$ cat src/common/rssx_defs.svh
`ifndef RSSX_DEFS_SVH
`define RSSX_DEFS_SVH

// operand layout
`define RSSX_BYTE_MSB 7
`define RSSX_NIB_MSB 3
`define RSSX_DEC_STEP 8'h01
`define RSSX_ZERO_BYTE 8'h00

// reset values of the registered outputs
`define RSSX_RST_BYTE 8'h00
`define RSSX_RST_FLAG 1'b0
`define RSSX_RST_READY 1'b1

// the skip costs this many cycles beyond the instruction
`define RSSX_DUMMY_CYCLES 1

`endif

$ cat src/common/rssx_pkg.sv
package rssx_pkg;

  typedef enum logic [2:0] {
    RSSX_OP_ROTATE = 3'h0,
    RSSX_OP_SUB_MEM = 3'h1,
    RSSX_OP_SUB_IMM = 3'h2,
    RSSX_OP_SUB_TO_MEM = 3'h3,
    RSSX_OP_DEC_SKIP = 3'h4,
    RSSX_OP_DEC_SKIP_WORK = 3'h5
  } rssx_op_e;

  typedef enum logic [0:0] {
    RSSX_ST_RUN = 1'b0,
    RSSX_ST_DUMMY = 1'b1
  } rssx_state_e;

  typedef struct packed {
    logic overflow_flag;
    logic zero_flag;
    logic half_carry_flag;
    logic carry_flag;
    logic signed_compare_flag;
    logic chained_zero_flag;
  } rssx_flags_s;

endpackage

$ cat src/common/rssx_alu_if.sv
`timescale 1ns/1ps
interface rssx_alu_if;
  logic [2:0] op_code;
  logic [7:0] mem_data;
  logic [7:0] literal;
  logic [7:0] work_in;
  logic carry_in;
  logic chained_zero_in;
  logic legal;
  logic [7:0] result;
  logic wr_work;
  logic wr_mem;
  logic wr_flags;
  logic wr_carry_only;
  logic skip;
  rssx_pkg::rssx_flags_s flags;

  modport exec (output op_code, mem_data, literal, work_in, carry_in, chained_zero_in,
                input legal, result, wr_work, wr_mem, wr_flags, wr_carry_only, skip, flags);
  modport alu (input op_code, mem_data, literal, work_in, carry_in, chained_zero_in,
               output legal, result, wr_work, wr_mem, wr_flags, wr_carry_only, skip, flags);
endinterface

$ cat src/hw/rssx_alu.sv
`timescale 1ns/1ps
`include "rssx_defs.svh"

module rssx_alu (
  rssx_alu_if.alu alu_bus
);

  // borrow-aware subtract shared by all three subtract forms
  function automatic logic [8:0] rssx_sub9(input logic [7:0] a, input logic [7:0] b, input logic c);
    rssx_sub9 = {1'b0, a} - {1'b0, b} - {8'h00, ~c};
  endfunction

  function automatic logic [4:0] rssx_sub5(input logic [3:0] a, input logic [3:0] b, input logic c);
    rssx_sub5 = {1'b0, a} - {1'b0, b} - {4'h0, ~c};
  endfunction

  logic [7:0] sub_b;
  logic [8:0] diff9;
  logic [4:0] diff5;
  logic [7:0] dec_val;
  logic ovf;

  always_comb begin
    sub_b = (alu_bus.op_code == rssx_pkg::RSSX_OP_SUB_IMM) ? alu_bus.literal : alu_bus.mem_data;
    diff9 = rssx_sub9(alu_bus.work_in, sub_b, alu_bus.carry_in);
    diff5 = rssx_sub5(alu_bus.work_in[`RSSX_NIB_MSB:0], sub_b[`RSSX_NIB_MSB:0], alu_bus.carry_in);
    // wraps modulo 256, so zero goes to all ones and does not skip
    dec_val = alu_bus.mem_data - `RSSX_DEC_STEP;
    ovf = (alu_bus.work_in[`RSSX_BYTE_MSB] != sub_b[`RSSX_BYTE_MSB]) &&
          (diff9[`RSSX_BYTE_MSB] != alu_bus.work_in[`RSSX_BYTE_MSB]);
    alu_bus.legal = 1'b1;
    alu_bus.result = `RSSX_ZERO_BYTE;
    alu_bus.wr_work = 1'b0;
    alu_bus.wr_mem = 1'b0;
    alu_bus.wr_flags = 1'b0;
    alu_bus.wr_carry_only = 1'b0;
    alu_bus.skip = 1'b0;
    alu_bus.flags = '0;
    unique case (alu_bus.op_code)
      rssx_pkg::RSSX_OP_ROTATE: begin
        alu_bus.result = {alu_bus.carry_in, alu_bus.mem_data[`RSSX_BYTE_MSB:1]};
        alu_bus.wr_work = 1'b1;
        alu_bus.wr_carry_only = 1'b1;
        alu_bus.flags.carry_flag = alu_bus.mem_data[0];
      end
      rssx_pkg::RSSX_OP_SUB_MEM, rssx_pkg::RSSX_OP_SUB_IMM, rssx_pkg::RSSX_OP_SUB_TO_MEM: begin
        alu_bus.result = diff9[`RSSX_BYTE_MSB:0];
        alu_bus.wr_work = (alu_bus.op_code != rssx_pkg::RSSX_OP_SUB_TO_MEM);
        alu_bus.wr_mem = (alu_bus.op_code == rssx_pkg::RSSX_OP_SUB_TO_MEM);
        alu_bus.wr_flags = 1'b1;
        alu_bus.flags.carry_flag = ~diff9[8];
        alu_bus.flags.half_carry_flag = ~diff5[4];
        alu_bus.flags.overflow_flag = ovf;
        alu_bus.flags.zero_flag = (diff9[`RSSX_BYTE_MSB:0] == `RSSX_ZERO_BYTE);
        alu_bus.flags.signed_compare_flag = diff9[`RSSX_BYTE_MSB] ^ ovf;
        alu_bus.flags.chained_zero_flag = (diff9[`RSSX_BYTE_MSB:0] == `RSSX_ZERO_BYTE) &&
                                          alu_bus.chained_zero_in;
      end
      rssx_pkg::RSSX_OP_DEC_SKIP, rssx_pkg::RSSX_OP_DEC_SKIP_WORK: begin
        alu_bus.result = dec_val;
        alu_bus.wr_mem = (alu_bus.op_code == rssx_pkg::RSSX_OP_DEC_SKIP);
        alu_bus.wr_work = (alu_bus.op_code == rssx_pkg::RSSX_OP_DEC_SKIP_WORK);
        alu_bus.skip = (dec_val == `RSSX_ZERO_BYTE);
      end
      default: begin
        alu_bus.legal = 1'b0;
      end
    endcase
  end

endmodule // rssx_alu

$ cat src/hw/rssx_exec.sv
`timescale 1ns/1ps
`include "rssx_defs.svh"

module rssx_exec (
  input wire logic sys_clk,
  input wire logic reset_n,
  input wire logic op_valid,
  input wire logic [2:0] op_code,
  input wire logic [7:0] mem_data,
  input wire logic [7:0] literal,
  input wire logic [7:0] work_in,
  input wire logic carry_in,
  input wire logic chained_zero_in,
  output logic op_ready,
  output logic work_wr_en,
  output logic [7:0] work_wr_data,
  output logic mem_wr_en,
  output logic [7:0] mem_wr_data,
  output logic flags_wr_en,
  output logic carry_wr_en,
  output logic overflow_flag,
  output logic zero_flag,
  output logic half_carry_flag,
  output logic carry_flag,
  output logic signed_compare_flag,
  output logic chained_zero_flag,
  output logic skip_next,
  output logic dummy_cycle
);

  ////////////////////////////////////////////////////////////////////////////////
  // reset release

  logic rst_meta_reg;
  logic rst_meta_next;
  logic rst_sync_reg;
  logic rst_sync_next;

  // two stages so a release close to the edge cannot leave half the flops in reset
  always_comb begin
    rst_meta_next = 1'b1;
    rst_sync_next = rst_meta_reg;
  end

  always_ff @(posedge sys_clk or negedge reset_n) begin
    if (!reset_n) begin
      rst_meta_reg <= 1'b0;
      rst_sync_reg <= 1'b0;
    end else begin
      rst_meta_reg <= rst_meta_next;
      rst_sync_reg <= rst_sync_next;
    end
  end

  ////////////////////////////////////////////////////////////////////////////////
  // datapath

  rssx_alu_if alu_bus ();

  // operands are on the core clock already, so no synchroniser
  assign alu_bus.op_code = op_code;
  assign alu_bus.mem_data = mem_data;
  assign alu_bus.literal = literal;
  assign alu_bus.work_in = work_in;
  assign alu_bus.carry_in = carry_in;
  assign alu_bus.chained_zero_in = chained_zero_in;

  rssx_alu u_alu (
    .alu_bus(alu_bus.alu)
  );

  ////////////////////////////////////////////////////////////////////////////////
  // sequencing and registered results

  rssx_pkg::rssx_state_e state_reg;
  rssx_pkg::rssx_state_e state_next;
  logic ready_reg;
  logic ready_next;
  logic dummy_reg;
  logic dummy_next;
  logic skip_reg;
  logic skip_next_val;
  logic work_en_reg;
  logic work_en_next;
  logic [7:0] work_data_reg;
  logic [7:0] work_data_next;
  logic mem_en_reg;
  logic mem_en_next;
  logic [7:0] mem_data_reg;
  logic [7:0] mem_data_next;
  logic flags_en_reg;
  logic flags_en_next;
  logic carry_en_reg;
  logic carry_en_next;
  rssx_pkg::rssx_flags_s flags_reg;
  rssx_pkg::rssx_flags_s flags_next;
  logic take;
  logic accept;

  // illegal codes are taken but do nothing, so the core never stalls on them
  always_comb begin
    take = op_valid && ready_reg;
    accept = take && alu_bus.legal;
  end

  // sequencing: a skip turns the following slot into a dummy
  always_comb begin
    state_next = state_reg;
    ready_next = ready_reg;
    dummy_next = 1'b0;
    skip_next_val = 1'b0;
    unique case (state_reg)
      rssx_pkg::RSSX_ST_RUN: begin
        if (accept && alu_bus.skip) begin
          // fetch of the following word is wasted as a dummy slot
          skip_next_val = 1'b1;
          dummy_next = 1'b1;
          ready_next = 1'b0;
          state_next = rssx_pkg::RSSX_ST_DUMMY;
        end else begin
          ready_next = 1'b1;
        end
      end
      rssx_pkg::RSSX_ST_DUMMY: begin
        ready_next = 1'b1;
        state_next = rssx_pkg::RSSX_ST_RUN;
      end
    endcase
  end

  always_ff @(posedge sys_clk or negedge rst_sync_reg) begin
    if (!rst_sync_reg) begin
      state_reg <= rssx_pkg::RSSX_ST_RUN;
      ready_reg <= `RSSX_RST_READY;
      dummy_reg <= `RSSX_RST_FLAG;
      skip_reg <= `RSSX_RST_FLAG;
    end else begin
      state_reg <= state_next;
      ready_reg <= ready_next;
      dummy_reg <= dummy_next;
      skip_reg <= skip_next_val;
    end
  end

  // results: enables pulse for one cycle, data and flags hold until the next write
  always_comb begin
    work_en_next = 1'b0;
    mem_en_next = 1'b0;
    flags_en_next = 1'b0;
    carry_en_next = 1'b0;
    work_data_next = work_data_reg;
    mem_data_next = mem_data_reg;
    flags_next = flags_reg;
    // accept needs ready, so nothing lands in the dummy slot
    if (accept) begin
      work_en_next = alu_bus.wr_work;
      mem_en_next = alu_bus.wr_mem;
      flags_en_next = alu_bus.wr_flags;
      carry_en_next = alu_bus.wr_carry_only || alu_bus.wr_flags;
      if (alu_bus.wr_work) begin
        work_data_next = alu_bus.result;
      end
      if (alu_bus.wr_mem) begin
        mem_data_next = alu_bus.result;
      end
      if (alu_bus.wr_flags || alu_bus.wr_carry_only) begin
        flags_next = alu_bus.flags;
      end
    end
  end

  always_ff @(posedge sys_clk or negedge rst_sync_reg) begin
    if (!rst_sync_reg) begin
      work_en_reg <= `RSSX_RST_FLAG;
      work_data_reg <= `RSSX_RST_BYTE;
      mem_en_reg <= `RSSX_RST_FLAG;
      mem_data_reg <= `RSSX_RST_BYTE;
      flags_en_reg <= `RSSX_RST_FLAG;
      carry_en_reg <= `RSSX_RST_FLAG;
      flags_reg <= '0;
    end else begin
      work_en_reg <= work_en_next;
      work_data_reg <= work_data_next;
      mem_en_reg <= mem_en_next;
      mem_data_reg <= mem_data_next;
      flags_en_reg <= flags_en_next;
      carry_en_reg <= carry_en_next;
      flags_reg <= flags_next;
    end
  end

  ////////////////////////////////////////////////////////////////////////////////
  // outputs, all straight from flops

  assign op_ready = ready_reg;
  assign dummy_cycle = dummy_reg;
  assign skip_next = skip_reg;
  assign work_wr_en = work_en_reg;
  assign work_wr_data = work_data_reg;
  assign mem_wr_en = mem_en_reg;
  assign mem_wr_data = mem_data_reg;
  assign flags_wr_en = flags_en_reg;
  assign carry_wr_en = carry_en_reg;
  assign overflow_flag = flags_reg.overflow_flag;
  assign zero_flag = flags_reg.zero_flag;
  assign half_carry_flag = flags_reg.half_carry_flag;
  assign carry_flag = flags_reg.carry_flag;
  assign signed_compare_flag = flags_reg.signed_compare_flag;
  assign chained_zero_flag = flags_reg.chained_zero_flag;

endmodule // rssx_exec

$ cat config.mk
export PLATFORM = sky130hd
export DESIGN_NAME = rssx_exec
export DESIGN_NICKNAME = d
export VERILOG_FILES = /design/src/common/rssx_pkg.sv /design/src/common/rssx_alu_if.sv /design/src/hw/rssx_alu.sv /design/src/hw/rssx_exec.sv
export VERILOG_INCLUDE_DIRS = /design/src /design/src/common
export SDC_FILE = /design/constraint.sdc
export NUM_CORES = 1
export LEC_CHECK = 0
export ABC_CLOCK_PERIOD_IN_PS = 1000
export BUFFER_PORTS_ARGS = -buffer_cell sky130_fd_sc_hd__clkbuf_2
export CORE_UTILIZATION = 40
export CTS_CLUSTER_SIZE = 12
export DETAILED_ROUTE_END_ITERATION = 8
export PLACE_DENSITY_LB_ADDON = 0.08
export REMOVE_ABC_BUFFERS = 1
export SYNTH_ARGS = -nofsm -noshare
export SYNTH_HDL_FRONTEND = slang
export SYNTH_SLANG_ARGS = --single-unit
$ cat constraint.sdc
create_clock -name sys_clk -period 1 [get_ports sys_clk]
set_input_delay 0 -clock sys_clk [delete_from_list [all_inputs] [get_ports sys_clk]]
set_output_delay 0 -clock sys_clk [all_outputs]
set_load 0.005 [all_outputs]
==> results list <==
- Power after layout: 5097 uW
- Across all hold checks on the routed design, the worst slack comes to 0.02293 ns.
- The cell count after synthesis came out at 230.
- Weighted congestion at the end of routability-driven global placement: 0.8839
- GR Util met1: 30.22%
- For the final database, setup skew stands at 0.009715 ns.
- In the post-route analysis, the smallest setup slack over all paths is -1.374 ns.
- Number of antenna-violating nets in the routed design: 0
- The die covers 5517 um2.
- Via count of the first global-routing pass: 2208
- TritonCTS built the clock tree.
- IR Drop Worst-Case VDD: 0.0008490 V
- For this configuration, the core starts out at a cell density of 42.82%.
- H-Tree Depth: 2
- Type of origin of the critical path: input pin
* Post-route cell area: 3750 um2
- Synth Flop Type: dfrtp_1
- Count of warnings emitted by yosys: 0
- Sequential-to-total area share from yosys stat: 35.99%
* Most congested layer reported by global routing: met2
* GRT met2 Usage: 44.14%
* Drt drc: 0
* Run status: complete, but fails checks
- Number of buffers created by CTS: 5
- After layout, the minimum clock period comes to 2.374 ns.
- Number of max-slew violations in the final report: 0
* Remaining global-route overflow: 0
- Setup repair after global routing could not meet its margin everywhere.
- Clock root buffer master: clkbuf_8
- Largest net degree at the start of global routing: 29
* I/O pin total: 61
* Met3 layer usage reported by global route: 4.472%
- Worst hold path class: in -> async
- Failing checks: setup timing
* Combined area of all synthesized cells: 2090 um2
- The synthesized design contains 30 register bits.
* Layout cells sized above 1: 60.87%
* Leakage power figure: 0.001802 uW
- Total count of hold-check failures in the final report: 0
- Std-Cell Rows: 25
- Category of the worst setup path capture point: register
* Placement Cell Area: 2912 um2
- DRC marker count from the first detailed-route iteration: 100
- Antenna violations before repair: 0
- Nets: 417
- Relative area change from synthesis to final layout: 79.46%
- Max-cap violations: 0
* Via density: 5.170
* First-pass GRT wire length: 10.17 mm
- After clock tree synthesis, the clock-pin slew on the worst setup and hold paths is 0.07 ns.
* Data arrival time of the critical path: 2.55 ns
- During placement, the flow inserted port buffers numbering 60.
- The clock reaches the later pin of the worst-skew pair after 0.29 ns.
- The first detailed-routing pass ran for 4 iterations.
* Cell variety after synth: 50
- Core area: 4880 um2
- The average instance in the mapped netlist occupies 9.085 um2.
- Die outline width: 74.28 um
- In this run the vertical extent of the chip is 74.28 um.
* Crit path required time: 1.17 ns
- The synthesized design contains 0 enable-type register cells.
* Vias after detailed routing: 2249
* Sinks on the clock net: 30
- Total wire length: 6.992 mm
* F_max: 421.2 MHz
- Number of antenna cells inserted: 0
* Buffer depth of the longest clock path: 2
- For this run, asynchronously set or reset flops after synthesis account for 100.0%.
* Number of failing setup endpoints in the final timing report: 28
- Summed over all nets, the half-perimeter wirelength after detailed placement is 4.314 mm.
- In this run the worst path has a maximum fanout of 5.
- In the finished design, the share of the clock period the worst path needs comes to 237.4%.
- Pwr Density: 1359 nW/um2
* Post-DR wirelength/cell: 16.07 um
* Critical path class: in -> reg
- Across every metal layer, demand over resource in global routing totals 24.92%.
-- report_power, final --
part           switching [uW]  leakage, uW  internal [uW]
combinational            1180      0.00138           1340
sequential                109     0.000373           1420
clock                     493    0.0000472            553
-- metrics by stage --
| step | utilization [%] | cells | setup slack, ns | setup TNS, ns |
|---|---|---|---|---|
| floorplan | - | 222 | -1.679 | -32.01 |
| global placement | 59.67 | 407 | -1.864 | -35.98 |
| detailed placement | 59.67 | 407 | -1.990 | -37.15 |
| CTS | 72.74 | 428 | -1.274 | -24.66 |
| global route | 76.85 | 435 | -1.462 | -28.18 |
| finish | 76.85 | 435 | -1.374 | -25.83 |
-- path summary, 6_finish.rpt --
kind / startpoint / to / slack (ns) / cells past startpoint
max in group asynchronous: rst_sync_reg / op_ready / 0.54 / 1
min in group sys_clk: op_valid / mem_wr_en / 0.15 / 4
setup reg to reg: op_ready / zero_flag / -0.57 / 5
hold / removal: reset_n / rst_sync_reg / 0.02 / 2
hold reg to reg: rst_sync_reg / carry_flag / 0.22 / 1
setup / recovery: op_code[2] / zero_flag / -1.37 / 13
-- worst max-delay path: stages --
cell	delay, ns
buf_8	0.10
nor2_4	0.12
and2_4	0.21
mux2_4	0.32
ha_4	0.27
inv_4	0.03
ha_4	0.15
buf_6	0.12
or3_4	0.39
o22ai_4	0.19
xor2_2	0.18
nand4_1	0.17
o31ai_2	0.29
-- repair_timing --
item | in CTS | in global routing
resized for setup | 103 | 32
pin swaps | 43 | 31
setup endpoints to repair | 29 | 29
buffers inserted | 14 | 10
endpoints found under the hold margin | 3 | 0
gates cloned | 2 | 0
hold buffers | 2 | 0
-- layout by cell type (no fill, tap or decap), types with 3 or more instances in the layout --
| cell type | Yosys | final |
|---|---|---|
| o21ai_1 | 0 | 7 |
| ha_4 | 0 | 10 |
| xor2_2 | 0 | 5 |
| inv_1 | 26 | 17 |
| xnor2_1 | 5 | 3 |
| buf_4 | 1 | 57 |
| ha_1 | 16 | 5 |
| mux2_4 | 0 | 6 |
| nor3_1 | 5 | 3 |
| xor2_1 | 9 | 4 |
| nor2_1 | 21 | 14 |
| a21oi_1 | 10 | 5 |
| buf_6 | 0 | 19 |
| clkbuf_8 | 0 | 6 |
| a22oi_1 | 4 | 4 |
| o22a_1 | 5 | 5 |
| nor2b_1 | 5 | 4 |
| inv_2 | 0 | 7 |
| and3_1 | 3 | 3 |
| a21oi_2 | 1 | 5 |
| nand2_1 | 18 | 17 |
| dfrtp_1 | 29 | 29 |
| clkbuf_2 | 0 | 55 |
| nor2_4 | 0 | 6 |
-- synthesized netlist by cell type (all sizes together), types with 2 or more instances --
cell     n  area (um2)
and3     3       18.77
nor4     2       12.51
nor2b    5       31.28
nor3b    2       15.01
nor3     5       25.02
o21ai   10       53.80
xor2     9       78.83
nand4    2       12.51
fa       2       40.04
mux2     8       90.09
a22oi    4       30.03
inv     26       97.59
a22o     2       17.52
a21oi   11       58.81
o21a     2       16.27
a211oi   3       22.52
xnor2    5       43.79
dfrtp   29       725.7
ha      16       200.2
clkbuf   6       22.52
nand2   18       67.56
o31ai    5       37.54
and2     2       12.51
nor2    21       78.83
nand3    2       10.01
or2      2       12.51
o22a     5       43.79
a221oi   2       17.52
buf      2       12.51
or3      3       18.77
-- logic make-up after synthesis --
logic type	share of synthesized area, %
and+or+nand+nor	16.89
AOI/OAI and AO/OA	17.37
buffers and inverters	6.347
DFF	35.99
adders and majority gates	11.50
xor gates and xnor gates	6.946
muxes	4.791
other	0.1795
-- cell type report --
cell class / instances / area [um2]
clock buffers: 6 / 82.58
fillers: 327 / 1130
flip-flops and latches: 30 / 752.0
well taps: 67 / 83.83
repair buffers: 137 / 1007
inverters: 26 / 102.6
multi-input cells: 167 / 1709
clock inverters: 2 / 12.51
-- metal layers --
metal	wire length, um	vias to the layer above
met2	3668	63
met1	2937	1097
met3	232	18
met5	0	-
li1	-	1071
met4	154	0
No activity file was read; power rests on OpenSTA's default activity.
